--- config.mk ---
export PLATFORM = sky130hd
export DESIGN_NAME = ssf_servo_status
export DESIGN_NICKNAME = d
export VERILOG_FILES = /design/src/verilog/ssf_pkg.sv /design/src/verilog/ssf_servo_status.sv /design/src/verilog/ssf_pulse_timer.sv
export SDC_FILE = /design/constraint.sdc
export NUM_CORES = 1
export LEC_CHECK = 0
export ABC_AREA = 1
export BUFFER_PORTS_ARGS = -buffer_cell sky130_fd_sc_hd__buf_2
export CAP_MARGIN = 20
export CORE_ASPECT_RATIO = 1.75
export CORE_MARGIN = 2
export CORE_UTILIZATION = 36
export CTS_CLUSTER_SIZE = 12
export DETAILED_ROUTE_END_ITERATION = 8
export GPL_TIMING_DRIVEN = 0
export REMOVE_ABC_BUFFERS = 1
export SKIP_CTS_REPAIR_TIMING = 1
export SYNTH_ARGS = -nofsm -noshare
export SYNTH_HDL_FRONTEND = slang
export SYNTH_SLANG_ARGS = --single-unit
--- constraint.sdc ---
create_clock -name hclk -period 4.4 [get_ports hclk]
set_clock_uncertainty 0.15 [all_clocks]
set_input_delay 0.44 -clock hclk [delete_from_list [all_inputs] [get_ports hclk]]
set_output_delay 0.44 -clock hclk [all_outputs]
set_load 0.005 [all_outputs]
--- src/verilog/ssf_pkg.sv ---
package ssf_pkg;

  // ==========================================================
  // clock and timing
  localparam int unsigned CLK_HZ         = 50_000_000;
  localparam int unsigned ARRIVE_PULSE_MS = 10;
  localparam int unsigned ARRIVE_PULSE_CYC = (CLK_HZ / 1000) * ARRIVE_PULSE_MS;

  // ==========================================================
  // register indices, byte address is four times the index
  localparam logic [5:0] IDX_SERVO_STATUS_WORD = 6'h14;
  localparam logic [5:0] IDX_IO_PIN_STATUS     = 6'h15;
  localparam logic [5:0] IDX_ALARM_CODE_VALUE  = 6'h16;
  localparam logic [5:0] IDX_FEEDBACK_POSITION = 6'h28;
  localparam logic [5:0] IDX_FEEDBACK_SPEED    = 6'h29;
  localparam logic [5:0] IDX_FEEDBACK_CURRENT  = 6'h2A;
  localparam logic [5:0] IDX_PACK_PSC_LO       = 6'h2B;
  localparam logic [5:0] IDX_PACK_SSC_LO       = 6'h2C;
  localparam logic [5:0] IDX_PACK_PSC_HI       = 6'h2D;
  localparam logic [5:0] IDX_PACK_SSC_HI       = 6'h2E;
  localparam logic [5:0] IDX_SUPPLY_THRESHOLD  = 6'h30;
  localparam logic [5:0] IDX_STOP_SPEED_THRESH = 6'h31;
  localparam logic [5:0] IDX_INPOS_RANGE       = 6'h32;
  localparam logic [5:0] IDX_IRQ_STATUS        = 6'h33;
  localparam logic [5:0] IDX_IRQ_MASK          = 6'h34;
  localparam int unsigned ADDR_DEC_W           = 8;

  // ==========================================================
  // servo status word bit positions
  localparam int unsigned SSW_SERVO_ON     = 0;
  localparam int unsigned SSW_PROFILE_BUSY = 1;
  localparam int unsigned SSW_IN_POSITION  = 2;
  localparam int unsigned SSW_ALARM_STOP   = 3;
  localparam int unsigned SSW_FWD_LIMIT    = 4;
  localparam int unsigned SSW_REV_LIMIT    = 5;
  localparam int unsigned SSW_TORQUE_LIMIT = 6;
  localparam int unsigned SSW_SPEED_LIMIT  = 7;
  localparam int unsigned SSW_DEVIATION    = 8;
  localparam int unsigned SSW_READY        = 9;
  localparam int unsigned SSW_HOMING       = 10;
  localparam int unsigned SSW_GAIN2        = 11;
  localparam int unsigned SSW_BATTERY_LOW  = 12;
  localparam int unsigned SSW_SUPPLY_LOSS  = 13;
  localparam int unsigned SSW_STOPPED      = 14;
  localparam int unsigned SSW_BRAKE_REL    = 16;
  localparam int unsigned SSW_ALARM_CAT_LO = 20;
  localparam int unsigned SSW_ARRIVED      = 24;

  // io word layout
  localparam int unsigned IO_IN_LO  = 0;
  localparam int unsigned IO_OUT_LO = 8;

  // ==========================================================
  // interrupt status bits
  localparam int unsigned IRQ_ALARM   = 0;
  localparam int unsigned IRQ_ARRIVED = 1;
  localparam int unsigned IRQ_BATTERY = 2;
  localparam int unsigned IRQ_SUPPLY  = 3;
  localparam int unsigned IRQ_W       = 4;

  // ==========================================================
  // reset values
  localparam logic [15:0]     RST_SUPPLY_THRESHOLD = 16'h0000;
  localparam logic [31:0]     RST_STOP_SPEED       = 32'h0000_0000;
  localparam logic [31:0]     RST_INPOS_RANGE      = 32'h0000_0000;
  localparam logic [IRQ_W-1:0] RST_IRQ_MASK        = 4'h0;

endpackage

--- src/verilog/ssf_servo_status.sv ---
`timescale 1ns/1ps
// Function
// - bit 9 follows servo ready
// - bit 10 high throughout homing
// - bit 11 high while gain two used
// - bit 12 flags encoder battery low
// - bit 13 when supply at/below threshold
// - bit 14 when speed at/below stop threshold
// - bit 16 mirrors brake released output
// - bits 22:20 carry alarm category
// - bit 24 pulses 10 ms on arrival
// - alarm code captured on detection
// - bit 3 when stopped by alarm
// - bit 2 when deviation within range
module ssf_servo_status #(
  parameter int unsigned ARRIVE_CYCLES = ssf_pkg::ARRIVE_PULSE_CYC,
  parameter int unsigned IN_W          = 8,
  parameter int unsigned OUT_W         = 5
) (
  input  wire logic              hclk,
  input  wire logic              hresetn,
  input  wire logic              ce,
  input  wire logic              hsel,
  input  wire logic [31:0]       haddr,
  input  wire logic [1:0]        htrans,
  input  wire logic              hwrite,
  input  wire logic [2:0]        hsize,
  input  wire logic [31:0]       hwdata,
  input  wire logic              hready,
  output logic                   hreadyout,
  output logic                   hresp,
  output logic [31:0]            hrdata,
  input  wire logic              servo_on,
  input  wire logic              profile_busy,
  input  wire logic              fwd_limit,
  input  wire logic              rev_limit,
  input  wire logic              torque_limit,
  input  wire logic              speed_limit,
  input  wire logic              deviation_excess,
  input  wire logic              servo_ready,
  input  wire logic              homing_active,
  input  wire logic              gain2_active,
  input  wire logic              battery_low,
  input  wire logic [15:0]       drive_voltage,
  input  wire logic              brake_released,
  input  wire logic              alarm_stop,
  input  wire logic              alarm_detect,
  input  wire logic [2:0]        alarm_category,
  input  wire logic [31:0]       alarm_code,
  input  wire logic              target_reached,
  input  wire logic [31:0]       position_deviation,
  input  wire logic [31:0]       fb_position,
  input  wire logic [31:0]       fb_speed,
  input  wire logic [31:0]       fb_current,
  input  wire logic [31:0]       sensor_position,
  input  wire logic [IN_W-1:0]   digital_inputs,
  input  wire logic [OUT_W-1:0]  digital_outputs,
  output logic                   irq
);

  // ==========================================================
  // helpers
  function automatic logic [31:0] magnitude(input logic [31:0] v);
    magnitude = v[31] ? (~v + 32'h0000_0001) : v;
  endfunction

  function automatic logic [47:0] pack48(input logic [31:0] pos,
                                         input logic [31:0] spd,
                                         input logic [31:0] cur);
    pack48 = {pos[15:0], spd[15:0], cur[15:0]};
  endfunction

  // ==========================================================
  // declarations
  logic [IN_W-1:0]                 din_meta_ff;
  logic [IN_W-1:0]                 din_sync_ff;
  logic [31:0]                     status_word_ff;
  logic [31:0]                     io_word_ff;
  logic [31:0]                     alarm_code_ff;
  logic [31:0]                     fb_pos_ff;
  logic [31:0]                     fb_spd_ff;
  logic [31:0]                     fb_cur_ff;
  logic [47:0]                     pack_psc_ff;
  logic [47:0]                     pack_ssc_ff;
  logic [15:0]                     supply_thresh_ff;
  logic [31:0]                     stop_speed_ff;
  logic [31:0]                     inpos_range_ff;
  logic [ssf_pkg::IRQ_W-1:0]       irq_status_ff;
  logic [ssf_pkg::IRQ_W-1:0]       irq_mask_ff;
  logic                            battery_low_d_ff;
  logic                            supply_loss_d_ff;
  logic                            arrived_pulse;
  logic                            supply_loss;
  logic                            stopped;
  logic                            in_position;
  logic                            addr_ok;
  logic                            accept;
  logic                            wr_pend_ff;
  logic                            rd_pend_ff;
  logic [5:0]                      addr_idx_ff;
  logic                            wr_fire;
  logic [ssf_pkg::IRQ_W-1:0]       irq_events;
  logic [ssf_pkg::IRQ_W-1:0]       irq_clear;
  logic [31:0]                     nxt_rdata;

  // ==========================================================
  // pin inputs pass two flops
  always_ff @(posedge hclk or negedge hresetn) begin
    if (!hresetn) begin
      din_meta_ff <= '0;
      din_sync_ff <= '0;
    end else if (ce) begin
      din_meta_ff <= digital_inputs;
      din_sync_ff <= din_meta_ff;
    end
  end

  // ==========================================================
  // arrival pulse
  ssf_pulse_timer #(
    .CYCLES (ARRIVE_CYCLES)
  ) u_arrive (
    .hclk    (hclk),
    .hresetn (hresetn),
    .ce      (ce),
    .start   (target_reached),
    .pulse   (arrived_pulse)
  );

  // ==========================================================
  // threshold comparisons
  assign supply_loss = (drive_voltage <= supply_thresh_ff);
  // speed sign ignored: stop judgement is on magnitude
  assign stopped     = (magnitude(fb_speed) <= stop_speed_ff);
  assign in_position = (magnitude(position_deviation) <= inpos_range_ff);

  // ==========================================================
  // servo status word
  always_ff @(posedge hclk or negedge hresetn) begin
    if (!hresetn) begin
      status_word_ff <= 32'h0000_0000;
    end else if (ce) begin
      status_word_ff <= 32'h0000_0000;
      status_word_ff[ssf_pkg::SSW_SERVO_ON]     <= servo_on;
      status_word_ff[ssf_pkg::SSW_PROFILE_BUSY] <= profile_busy;
      status_word_ff[ssf_pkg::SSW_IN_POSITION]  <= in_position;
      status_word_ff[ssf_pkg::SSW_ALARM_STOP]   <= alarm_stop;
      status_word_ff[ssf_pkg::SSW_FWD_LIMIT]    <= fwd_limit;
      status_word_ff[ssf_pkg::SSW_REV_LIMIT]    <= rev_limit;
      status_word_ff[ssf_pkg::SSW_TORQUE_LIMIT] <= torque_limit;
      status_word_ff[ssf_pkg::SSW_SPEED_LIMIT]  <= speed_limit;
      // deviation flag drops once the alarm has stopped the motor
      status_word_ff[ssf_pkg::SSW_DEVIATION]    <= deviation_excess && !alarm_stop;
      status_word_ff[ssf_pkg::SSW_READY]        <= servo_ready;
      status_word_ff[ssf_pkg::SSW_HOMING]       <= homing_active;
      status_word_ff[ssf_pkg::SSW_GAIN2]        <= gain2_active;
      status_word_ff[ssf_pkg::SSW_BATTERY_LOW]  <= battery_low;
      status_word_ff[ssf_pkg::SSW_SUPPLY_LOSS]  <= supply_loss;
      status_word_ff[ssf_pkg::SSW_STOPPED]      <= stopped;
      status_word_ff[ssf_pkg::SSW_BRAKE_REL]    <= brake_released;
      status_word_ff[ssf_pkg::SSW_ALARM_CAT_LO +: 3] <= alarm_category;
      status_word_ff[ssf_pkg::SSW_ARRIVED]      <= arrived_pulse;
    end
  end

  // ==========================================================
  // io word
  always_ff @(posedge hclk or negedge hresetn) begin
    if (!hresetn) begin
      io_word_ff <= 32'h0000_0000;
    end else if (ce) begin
      io_word_ff <= 32'h0000_0000;
      io_word_ff[ssf_pkg::IO_IN_LO +: IN_W]   <= din_sync_ff;
      io_word_ff[ssf_pkg::IO_OUT_LO +: OUT_W] <= digital_outputs;
    end
  end

  // ==========================================================
  // alarm code capture, held until the next alarm
  always_ff @(posedge hclk or negedge hresetn) begin
    if (!hresetn) begin
      alarm_code_ff <= 32'h0000_0000;
    end else if (ce && alarm_detect) begin
      alarm_code_ff <= alarm_code;
    end
  end

  // ==========================================================
  // feedback snapshot, both packs taken on the same edge
  always_ff @(posedge hclk or negedge hresetn) begin
    if (!hresetn) begin
      fb_pos_ff   <= 32'h0000_0000;
      fb_spd_ff   <= 32'h0000_0000;
      fb_cur_ff   <= 32'h0000_0000;
      pack_psc_ff <= 48'h0000_0000_0000;
      pack_ssc_ff <= 48'h0000_0000_0000;
    end else if (ce) begin
      fb_pos_ff   <= fb_position;
      fb_spd_ff   <= fb_speed;
      fb_cur_ff   <= fb_current;
      pack_psc_ff <= pack48(fb_position, fb_speed, fb_current);
      pack_ssc_ff <= pack48(sensor_position, fb_speed, fb_current);
    end
  end

  // ==========================================================
  // ahb-lite slave: writes zero wait, reads one wait
  assign addr_ok = (haddr[31:ssf_pkg::ADDR_DEC_W] == '0) && (haddr[1:0] == 2'b00);
  assign accept  = hsel && htrans[1] && hready;
  assign wr_fire = wr_pend_ff;

  always_ff @(posedge hclk or negedge hresetn) begin
    if (!hresetn) begin
      wr_pend_ff  <= 1'b0;
      rd_pend_ff  <= 1'b0;
      addr_idx_ff <= 6'h00;
    end else if (ce) begin
      wr_pend_ff <= accept && hwrite && addr_ok;
      rd_pend_ff <= accept && !hwrite;
      if (accept) begin
        addr_idx_ff <= addr_ok ? haddr[7:2] : 6'h3F;
      end
    end
  end

  always_ff @(posedge hclk or negedge hresetn) begin
    if (!hresetn) begin
      hreadyout <= 1'b1;
      hresp     <= 1'b0;
    end else if (ce) begin
      hreadyout <= !(accept && !hwrite);
      hresp     <= 1'b0;
    end
  end

  // the wait cycle lets a write just before a read land first
  always_comb begin
    nxt_rdata = 32'h0000_0000;
    unique case (addr_idx_ff)
      ssf_pkg::IDX_SERVO_STATUS_WORD: nxt_rdata = status_word_ff;
      ssf_pkg::IDX_IO_PIN_STATUS:     nxt_rdata = io_word_ff;
      ssf_pkg::IDX_ALARM_CODE_VALUE:  nxt_rdata = alarm_code_ff;
      ssf_pkg::IDX_FEEDBACK_POSITION: nxt_rdata = fb_pos_ff;
      ssf_pkg::IDX_FEEDBACK_SPEED:    nxt_rdata = fb_spd_ff;
      ssf_pkg::IDX_FEEDBACK_CURRENT:  nxt_rdata = fb_cur_ff;
      ssf_pkg::IDX_PACK_PSC_LO:       nxt_rdata = pack_psc_ff[31:0];
      ssf_pkg::IDX_PACK_SSC_LO:       nxt_rdata = pack_ssc_ff[31:0];
      ssf_pkg::IDX_PACK_PSC_HI:       nxt_rdata = {16'h0000, pack_psc_ff[47:32]};
      ssf_pkg::IDX_PACK_SSC_HI:       nxt_rdata = {16'h0000, pack_ssc_ff[47:32]};
      ssf_pkg::IDX_SUPPLY_THRESHOLD:  nxt_rdata = {16'h0000, supply_thresh_ff};
      ssf_pkg::IDX_STOP_SPEED_THRESH: nxt_rdata = stop_speed_ff;
      ssf_pkg::IDX_INPOS_RANGE:       nxt_rdata = inpos_range_ff;
      ssf_pkg::IDX_IRQ_STATUS:        nxt_rdata = {28'h000_0000, irq_status_ff};
      ssf_pkg::IDX_IRQ_MASK:          nxt_rdata = {28'h000_0000, irq_mask_ff};
      default:                        nxt_rdata = 32'h0000_0000;
    endcase
  end

  always_ff @(posedge hclk or negedge hresetn) begin
    if (!hresetn) begin
      hrdata <= 32'h0000_0000;
    end else if (ce) begin
      hrdata <= rd_pend_ff ? nxt_rdata : 32'h0000_0000;
    end
  end

  // ==========================================================
  // configuration registers
  always_ff @(posedge hclk or negedge hresetn) begin
    if (!hresetn) begin
      supply_thresh_ff <= ssf_pkg::RST_SUPPLY_THRESHOLD;
      stop_speed_ff    <= ssf_pkg::RST_STOP_SPEED;
      inpos_range_ff   <= ssf_pkg::RST_INPOS_RANGE;
      irq_mask_ff      <= ssf_pkg::RST_IRQ_MASK;
    end else if (ce && wr_fire) begin
      if (addr_idx_ff == ssf_pkg::IDX_SUPPLY_THRESHOLD) begin
        supply_thresh_ff <= hwdata[15:0];
      end
      if (addr_idx_ff == ssf_pkg::IDX_STOP_SPEED_THRESH) begin
        stop_speed_ff <= hwdata;
      end
      if (addr_idx_ff == ssf_pkg::IDX_INPOS_RANGE) begin
        inpos_range_ff <= hwdata;
      end
      if (addr_idx_ff == ssf_pkg::IDX_IRQ_MASK) begin
        irq_mask_ff <= hwdata[ssf_pkg::IRQ_W-1:0];
      end
    end
  end

  // ==========================================================
  // interrupts: sticky, write one to clear, set wins
  always_ff @(posedge hclk or negedge hresetn) begin
    if (!hresetn) begin
      battery_low_d_ff <= 1'b0;
      supply_loss_d_ff <= 1'b0;
    end else if (ce) begin
      battery_low_d_ff <= battery_low;
      supply_loss_d_ff <= supply_loss;
    end
  end

  always_comb begin
    irq_events                        = '0;
    irq_events[ssf_pkg::IRQ_ALARM]    = alarm_detect;
    irq_events[ssf_pkg::IRQ_ARRIVED]  = target_reached;
    irq_events[ssf_pkg::IRQ_BATTERY]  = battery_low && !battery_low_d_ff;
    irq_events[ssf_pkg::IRQ_SUPPLY]   = supply_loss && !supply_loss_d_ff;
    irq_clear = (wr_fire && addr_idx_ff == ssf_pkg::IDX_IRQ_STATUS) ?
                hwdata[ssf_pkg::IRQ_W-1:0] : '0;
  end

  always_ff @(posedge hclk or negedge hresetn) begin
    if (!hresetn) begin
      irq_status_ff <= '0;
    end else if (ce) begin
      irq_status_ff <= (irq_status_ff & ~irq_clear) | irq_events;
    end
  end

  always_ff @(posedge hclk or negedge hresetn) begin
    if (!hresetn) begin
      irq <= 1'b0;
    end else if (ce) begin
      irq <= |(((irq_status_ff & ~irq_clear) | irq_events) & irq_mask_ff);
    end
  end

endmodule

--- src/verilog/ssf_pulse_timer.sv ---
`timescale 1ns/1ps
module ssf_pulse_timer #(
  parameter int unsigned CYCLES = 500000
) (
  input  wire logic hclk,
  input  wire logic hresetn,
  input  wire logic ce,
  input  wire logic start,
  output logic      pulse
);

  localparam int unsigned CW = $clog2(CYCLES + 1);

  logic [CW-1:0] count_ff;

  // ==========================================================
  // retrigger restarts the full width
  always_ff @(posedge hclk or negedge hresetn) begin
    if (!hresetn) begin
      count_ff <= '0;
    end else if (ce) begin
      if (start) begin
        count_ff <= CW'(CYCLES);
      end else if (count_ff != '0) begin
        count_ff <= count_ff - 1'b1;
      end
    end
  end

  always_ff @(posedge hclk or negedge hresetn) begin
    if (!hresetn) begin
      pulse <= 1'b0;
    end else if (ce) begin
      pulse <= start || (count_ff > CW'(1));
    end
  end

endmodule

==> results of run 1 <==
-- cell usage after synthesis, types with 6 or more instances --
master / n / area (um2)
a211oi_1: 9 / 67.56
a21oi_1: 121 / 605.6
a22oi_1: 14 / 105.1
buf_1: 8 / 30.03
buf_2: 17 / 85.08
clkbuf_1: 62 / 232.7
dfrtp_1: 342 / 8558
ha_1: 84 / 1051
inv_1: 341 / 1280
inv_2: 7 / 26.28
mux2_2: 7 / 78.83
nand2_1: 706 / 2650
nand2_2: 9 / 56.30
nand3_1: 48 / 240.2
nand4_1: 42 / 262.8
nor2_1: 183 / 686.9
nor2_2: 6 / 37.54
nor3_1: 33 / 165.2
nor4_1: 12 / 75.07
o211ai_1: 9 / 67.56
o21ai_0: 242 / 1211
o22ai_1: 63 / 394.1
xnor2_1: 14 / 122.6
xor2_1: 53 / 464.2
-- registers in the layout, indices dropped and copies added, names as in the netlist, 4 cells and up --
register and count:
addr_idx_ff 6, alarm_code_ff 32, din_meta_ff 8, din_sync_ff 8, fb_cur_ff 32, fb_pos_ff 32
fb_spd_ff 32, hrdata 32, inpos_range_ff 32, io_word_ff 13, irq_mask_ff 4, irq_status_ff 4
pack_ssc_ff 16, status_word_ff 20, stop_speed_ff 32, supply_thresh_ff 16, u_arrive.count_ff 19
-- worst register-to-register path: cells and delay by family, from the launching register on --
family	cells	cell delay, ns
buffers and inverters	2	1.39
DFF	1	0.43
and+or+nand+nor	7	1.94
-- per-stage QoR --
stage                     TNS (ns)  hold WS, ns
final                            0     -0.04075
after global routing             0     -0.02767
after CTS                        0      -0.3110
after detailed placement         0       0.2725
after global placement    -2204.76       0.3055
after floorplan                  0    -0.005591
-- metal layers --
metal | GRT usage (%) | vias to the layer above
met5 | 0 | -
met4 | 15.75 | 4
met3 | 2.654 | 186
met2 | 48.83 | 589
met1 | 28.53 | 8711
li1 | - | 8738
-- power breakdown --
| part | total, W | switching (W) | internal [W] |
|---|---|---|---|
| logic | 0.00109 | 0.000673 | 0.000416 |
| clock network | 0.00329 | 0.00136 | 0.00193 |
| registers | 0.00347 | 0.000113 | 0.00336 |
-- worst max-delay path by stage --
stage,startpoint,endpoint,cells after the start
detailed placement,addr_idx_ff[5],hrdata[2],9
global route,addr_idx_ff[5],hrdata[3],9
finish,addr_idx_ff[5],hrdata[0],9
global placement,ce,addr_idx_ff[0],6
CTS,addr_idx_ff[5],hrdata[2],9
floorplan,ce,addr_idx_ff[0],5
-- kinds of logic after synthesis --
family | Yosys count
AOI/OAI and AO/OA | 484
xor gates and xnor gates | 67
adders and majority gates | 84
buffers and inverters | 442
DFF | 343
muxes | 7
other | 1
and+or+nand+nor | 1053
-- layout make-up --
| type | count | area, um2 |
|---|---|---|
| fill | 5406 | 28800 |
| multi-input combinational | 1696 | 8657 |
| sequential | 343 | 8584 |
| timing repair buffer | 420 | 2748 |
| inverter | 350 | 1316 |
| clock buffer | 56 | 1160 |
| tap | 678 | 848.3 |
| clock inverter | 7 | 92.59 |
| antenna | 5 | 12.51 |
==> reports/qor.json, run 1 <==
{
  "total_power": {"value": 0.007855, "unit": "W"},
  "dpl_worst_slack": {"value": 0.4944, "unit": "ns"},
  "worstMarginPinSlew": {"value": 1.101, "unit": "ns"},
  "commonest_cells_after_routing_fill_and_taps_aside": {"value": "nand2_1, dfrtp_1, inv_1, buf_2, o21ai_0"},
  "floorplan.core_area": {"value": 52220, "unit": "um2"},
  "synth_compound_area_share": {"value": 13.92, "unit": "%"},
  "remaining_drc_errors": {"value": 0},
  "yosys.area_share.adder": {"value": 5.548, "unit": "%"},
  "final.setup.worst_slack": {"value": 0.4226, "unit": "ns"},
  "routed_wirelength": {"value": 72.52, "unit": "mm"},
  "final_net_count": {"value": 3247},
  "timing.max_slew.rel_slack": {"value": 26.50, "unit": "%"},
  "final_antenna_net_count": {"value": 0},
  "failed_checks": {"value": "hold timing"},
  "synth_enable_flop_cells": {"value": 0},
  "full_die_area": {"value": 54550, "unit": "um2"},
  "worst-r2r-setup-slack": {"value": 0.42, "unit": "ns"},
  "place.detailed.hpwl": {"value": 54.62, "unit": "mm"},
  "post-route-min-period": {"value": 3.977, "unit": "ns"},
  "synth-main-ff-cell": {"value": "dfrtp_1"},
  "timing.setup.critical_path_class": {"value": "flip-flop to flip-flop"},
  "pin_count_of_the_biggest_net_entering_global_routing": {"value": 161},
  "worst_r2r_path_depth": {"value": 9},
  "synth_top_family_by_area": {"value": "simple AND/OR/NAND/NOR gates"},
  "drt-vias-per-instance": {"value": 5.127},
  "first_pass_grt_wire_length": {"value": 107.3, "unit": "mm"},
  "whs_endpoint": {"value": "status_word_ff[4]"},
  "slew_viol_final": {"value": 0},
  "path_cells": {"value": "nor2_1, nand3_2, inv_2, nor3_1, nand4_1, nand3_1, inv_2, nand2_1, nand2_1"},
  "initial_utilization": {"value": 36.28, "unit": "%"},
  "ys_async_rst_share": {"value": 100.0, "unit": "%"},
  "synth_simple_gate_area_share": {"value": 22.65, "unit": "%"},
  "drt-wirelength-per-cell": {"value": 20.40, "unit": "um"},
  "met3RoutedLength": {"value": 3.057, "unit": "mm"},
  "grt_setup_unrepaired": {"value": "false"},
  "areaGrowthSynthToFinish": {"value": 23.62, "unit": "%"},
  "syn_inst": {"value": 2481},
  "wl_met1": {"value": 26.25, "unit": "mm"},
  "hold_violation_count_in_the_final_report": {"value": 22},
  "synth.mux.area_fraction": {"value": 0.4161, "unit": "%"},
  "drive_above_1_share": {"value": 15.08, "unit": "%"},
  "syn_avg_cell_area": {"value": 7.636, "unit": "um2"},
  "route.vias.total": {"value": 18230},
  "clk_lat_worst_skew": {"value": 0.55, "unit": "ns"},
  "root_buffer": {"value": "clkbuf_16"},
  "static-leakage-power": {"value": 11.69, "unit": "nW"},
  "hold_path_stages": {"value": 3},
  "numClockSinks": {"value": 343},
  "grt_antenna_before_repair": {"value": 8},
  "synth_xor_xnor_area_share": {"value": 3.098, "unit": "%"},
  "ys_seq_elements": {"value": 343},
  "max_clock_freq": {"value": 251.4, "unit": "MHz"},
  "period_share": {"value": 90.40, "unit": "%"},
  "dpl-instance-area": {"value": 21300, "unit": "um2"},
  "cp_num_buf_inv": {"value": 2},
  "drv.max_cap_violation_count": {"value": 0},
  "netlist_area": {"value": 18940, "unit": "um2"},
  "vias_in_the_first_global_route": {"value": 18120},
  "run_status": {"value": "finished, violations left"},
  "route.top_layer_used": {"value": "met5"},
  "worst-endpoint-required": {"value": 4.73, "unit": "ns"},
  "htreeDepth": {"value": 2},
  "critical_path.top_delay_family": {"value": "simple AND/OR/NAND/NOR gates"},
  "worstReg2RegEnd": {"value": "hrdata[0]"},
  "cts_max_path_buffers": {"value": 3},
  "drt-initial-drc-count": {"value": 1168},
  "yosys_warnings": {"value": 0},
  "worstReg2RegStart": {"value": "addr_idx_ff[5]"},
  "met2WireLength": {"value": 38.26, "unit": "mm"},
  "power.ir.vdd_worst": {"value": 244.4, "unit": "uV"},
  "master_of_the_slowest_instance_on_the_critical_path": {"value": "nand3_2"},
  "cp_data_arrival_time": {"value": 4.31, "unit": "ns"},
  "hp-start": {"value": "fwd_limit"},
  "io-pin-count": {"value": 349},
  "final_common_cell": {"value": "nand2_1"},
  "clk_transition_reported_paths": {"value": 0.06, "unit": "ns"},
  "cts_buffers": {"value": 38},
  "post_synth_num_cell_types": {"value": 46},
  "gp_congestion": {"value": 0.9190},
  "die_y": {"value": 307.5, "unit": "um"},
  "cts_tree": {"value": "yes"},
  "worst_path_largest_cell_delay": {"value": 0.89, "unit": "ns"},
  "critical_path.endpoint_type": {"value": "flip-flop"},
  "groute.usage.overall": {"value": 26.38, "unit": "%"},
  "hold_ws": {"value": -0.04075, "unit": "ns"},
  "fin_util": {"value": 44.85, "unit": "%"},
  "die_x": {"value": 177.4, "unit": "um"},
  "placedCellCount": {"value": 3403},
  "power.density_cell_area": {"value": 335.4, "unit": "nW/um2"},
  "fin_cells": {"value": 3555},
  "global_route.overflow_total": {"value": 0},
  "port_buffers": {"value": 327},
  "part_of_the_yosys_area_used_for_sequential_elements": {"value": 45.31, "unit": "%"},
  "critPathMaxFanout": {"value": 31},
  "timing.hold.worst.class": {"value": "primary input to flip-flop"},
  "finalSetupViolCount": {"value": 0},
  "worst_setup_path_start_kind": {"value": "flip-flop"},
  "detailedRoute.firstPassIterationCount": {"value": 5},
  "final_design_area_no_fill": {"value": 23420, "unit": "um2"},
  "fp-row-count": {"value": 111}
}
Note: power is estimated with default switching activity, not from simulation.
==> run 2, diff against run 1 <==
--- a/config.mk
+++ b/config.mk
@@ -14,6 +14,7 @@
 export CTS_CLUSTER_SIZE = 12
 export DETAILED_ROUTE_END_ITERATION = 8
 export GPL_TIMING_DRIVEN = 0
+export MAX_ROUTING_LAYER = met4
 export REMOVE_ABC_BUFFERS = 1
 export SKIP_CTS_REPAIR_TIMING = 1
 export SYNTH_ARGS = -nofsm -noshare
==> run 2 against run 1 <==
The run still ends with hold timing left. Non-clock buffer count shrank 3. Worst setup slack worse by 0.069 ns. Sequential share of layout area increased by 0.16 points. Critical path type unchanged. First-iteration DRC count grew 11%. Power shrank 1.2%. Routed wire length increased by 0.78%. Sequential power is essentially flat. Register-to-register slack got worse by 0.07 ns. Via count is 0.20% lower. Global-route usage rose by 0.99 points.
==> reports/qor.json, run 2 (synthesized netlist as in run 1, its figures left out) <==
{
  "run_status": {"value": "finished, violations left"},
  "failed_checks": {"value": "hold timing"},
  "hold_violation_count_in_the_final_report": {"value": 22, "change": "unchanged"},
  "period_share": {"value": 91.95, "unit": "%", "change": "+1.6 points"},
  "cts_tree": {"value": "yes"},
  "commonest_cells_after_routing_fill_and_taps_aside": {"value": "nand2_1, dfrtp_1, inv_1, buf_2, o21ai_0"},
  "initial_utilization": {"value": 36.28, "unit": "%", "change": "unchanged"},
  "worst_setup_path_start_kind": {"value": "flip-flop"},
  "grt_antenna_before_repair": {"value": 9, "change": "+1"},
  "global_route.overflow_total": {"value": 0, "change": "unchanged"},
  "drt-vias-per-instance": {"value": 5.126, "change": "about the same"},
  "routed_wirelength": {"value": 73.09, "unit": "mm", "change": "+0.78%"},
  "final_net_count": {"value": 3243, "change": "-0.12%"},
  "slew_viol_final": {"value": 0, "change": "unchanged"},
  "worst-endpoint-required": {"value": 4.72, "unit": "ns", "change": "about the same"},
  "clk_lat_worst_skew": {"value": 0.55, "unit": "ns", "change": "about the same"},
  "port_buffers": {"value": 327, "change": "unchanged"},
  "placedCellCount": {"value": 3402, "change": "-0.029%"},
  "static-leakage-power": {"value": 11.63, "unit": "nW", "change": "-0.51%"},
  "total_power": {"value": 0.007759, "unit": "W", "change": "-1.2%"},
  "power.ir.vdd_worst": {"value": 253.6, "unit": "uV", "change": "+3.7%"},
  "root_buffer": {"value": "clkbuf_16"},
  "fin_util": {"value": 44.65, "unit": "%", "change": "-0.20 points"},
  "numClockSinks": {"value": 343, "change": "unchanged"},
  "die_x": {"value": 177.4, "unit": "um", "change": "unchanged"},
  "fin_cells": {"value": 3549, "change": "-0.17%"},
  "die_y": {"value": 307.5, "unit": "um", "change": "unchanged"},
  "critical_path.top_delay_family": {"value": "simple AND/OR/NAND/NOR gates"},
  "hold_ws": {"value": -0.03510, "unit": "ns", "change": "+0.005650 ns"},
  "max_clock_freq": {"value": 247.2, "unit": "MHz", "change": "-1.7%"},
  "htreeDepth": {"value": 2, "change": "unchanged"},
  "drt-initial-drc-count": {"value": 1300, "change": "+11%"},
  "path_cells": {"value": "nor2_1, nand3_2, inv_2, nor3_1, nand4_1, nand3_1, inv_2, nand2_1, nand2_1"},
  "final_common_cell": {"value": "nand2_1"},
  "remaining_drc_errors": {"value": 0, "change": "unchanged"},
  "worst_path_largest_cell_delay": {"value": 0.88, "unit": "ns", "change": "about the same"},
  "critPathMaxFanout": {"value": 31, "change": "unchanged"},
  "fp-row-count": {"value": 111, "change": "unchanged"},
  "gp_congestion": {"value": 0.9081, "change": "-1.2%"},
  "drt-wirelength-per-cell": {"value": 20.59, "unit": "um", "change": "+0.95%"},
  "floorplan.core_area": {"value": 52220, "unit": "um2", "change": "unchanged"},
  "power.density_cell_area": {"value": 332.8, "unit": "nW/um2", "change": "-0.79%"},
  "cp_num_buf_inv": {"value": 2, "change": "unchanged"},
  "vias_in_the_first_global_route": {"value": 18440, "change": "+1.8%"},
  "place.detailed.hpwl": {"value": 55.29, "unit": "mm", "change": "+1.2%"},
  "clk_transition_reported_paths": {"value": 0.06, "unit": "ns", "change": "about the same"},
  "detailedRoute.firstPassIterationCount": {"value": 7, "change": "+2"},
  "cts_buffers": {"value": 37, "change": "-2.6%"},
  "areaGrowthSynthToFinish": {"value": 23.08, "unit": "%"},
  "timing.setup.critical_path_class": {"value": "flip-flop to flip-flop"},
  "nFillCells": {"value": 5390, "change": "-0.30%"},
  "full_die_area": {"value": 54550, "unit": "um2", "change": "unchanged"},
  "route.vias.total": {"value": 18190, "change": "-0.20%"},
  "first_pass_grt_wire_length": {"value": 108.2, "unit": "mm", "change": "+0.84%"},
  "groute.usage.overall": {"value": 27.36, "unit": "%", "change": "+0.99 points"},
  "drv.max_cap_violation_count": {"value": 0, "change": "unchanged"},
  "finalSetupViolCount": {"value": 0, "change": "unchanged"},
  "final_antenna_net_count": {"value": 0, "change": "unchanged"},
  "cts_max_path_buffers": {"value": 3, "change": "unchanged"},
  "worstMarginPinSlew": {"value": 1.125, "unit": "ns", "change": "+0.02370 ns"},
  "post_route_setup_tns": {"value": 0, "unit": "ns", "change": "unchanged"},
  "critical_path.endpoint_type": {"value": "flip-flop"},
  "timing.hold.worst.class": {"value": "primary input to flip-flop"},
  "io-pin-count": {"value": 349, "change": "unchanged"},
  "timing.max_slew.rel_slack": {"value": 24.93, "unit": "%", "change": "-1.6 points"},
  "cp_data_arrival_time": {"value": 4.37, "unit": "ns", "change": "+0.06 ns"},
  "drive_above_1_share": {"value": 14.84, "unit": "%", "change": "-0.23 points"},
  "post-route-min-period": {"value": 4.046, "unit": "ns", "change": "+0.06853 ns"},
  "master_of_the_slowest_instance_on_the_critical_path": {"value": "nand3_2"},
  "grt_setup_unrepaired": {"value": "false"},
  "pin_count_of_the_biggest_net_entering_global_routing": {"value": 160, "change": "-0.62%"}
}
## run 2: worst register-to-register path, cell delays in order, from the launching register on
cell and delay (ns):
dfrtp_1 0.43, nor2_1 0.29, nand3_2 0.88, inv_2 0.71, nor3_1 0.17, nand4_1 0.11
nand3_1 0.19, inv_2 0.72, nand2_1 0.20, nand2_1 0.12
## run 2: cell type report
| cell class | count | area (um2) | share of cell area, % |
|---|---|---|---|
| multi-input cells | 1696 | 8657 | 37.13 |
| flip-flops and latches | 343 | 8584 | 36.82 |
| repair buffers | 417 | 2700 | 11.58 |
| inverters | 350 | 1316 | 5.645 |
| clock buffers | 51 | 1070 | 4.588 |
| well taps | 678 | 848.3 | 3.638 |
| clock inverters | 6 | 120.1 | 0.5152 |
| diodes | 8 | 20.02 | 0.08586 |
## run 2: metrics by stage
step                area, um2  setup slack (ns)
floorplan               18550             1.515
global placement        21030            -5.609
detailed placement      21280            0.4193
CTS                     22470            0.3910
global route            23320            0.2386
finish                  23320            0.3541
## run 2: layer usage
metal,up-vias,share of wire [%],GRT usage (%),wire length (um)
met1,8669,36,28.43,26370
met5,-,0,-,0
met4,0,7.3,17.04,5309
li1,8721,-,-,-
met2,597,53,49.04,38430
met3,204,4.1,2.679,2978
## run 2: final timing paths
| kind | to | start | slack [ns] | cells after the start |
|---|---|---|---|---|
| max | hrdata[7] | addr_idx_ff[5] | 0.35 | 9 |
| min | status_word_ff[4] | fwd_limit | -0.04 | 3 |
| max reg2reg | hrdata[7] | addr_idx_ff[5] | 0.35 | 9 |
| min reg2reg | hreadyout | hreadyout | 0.32 | 2 |
| max in group asynchronous | fb_pos_ff[28] | hresetn | 2.43 | 4 |
| min in group asynchronous | u_arrive.count_ff[3] | hresetn | 0.25 | 2 |
## run 2: power breakdown
part	internal [W]	switching, W
sequential	0.00336	0.000114
clock	0.00186	0.00133
combinational	0.000413	0.000681
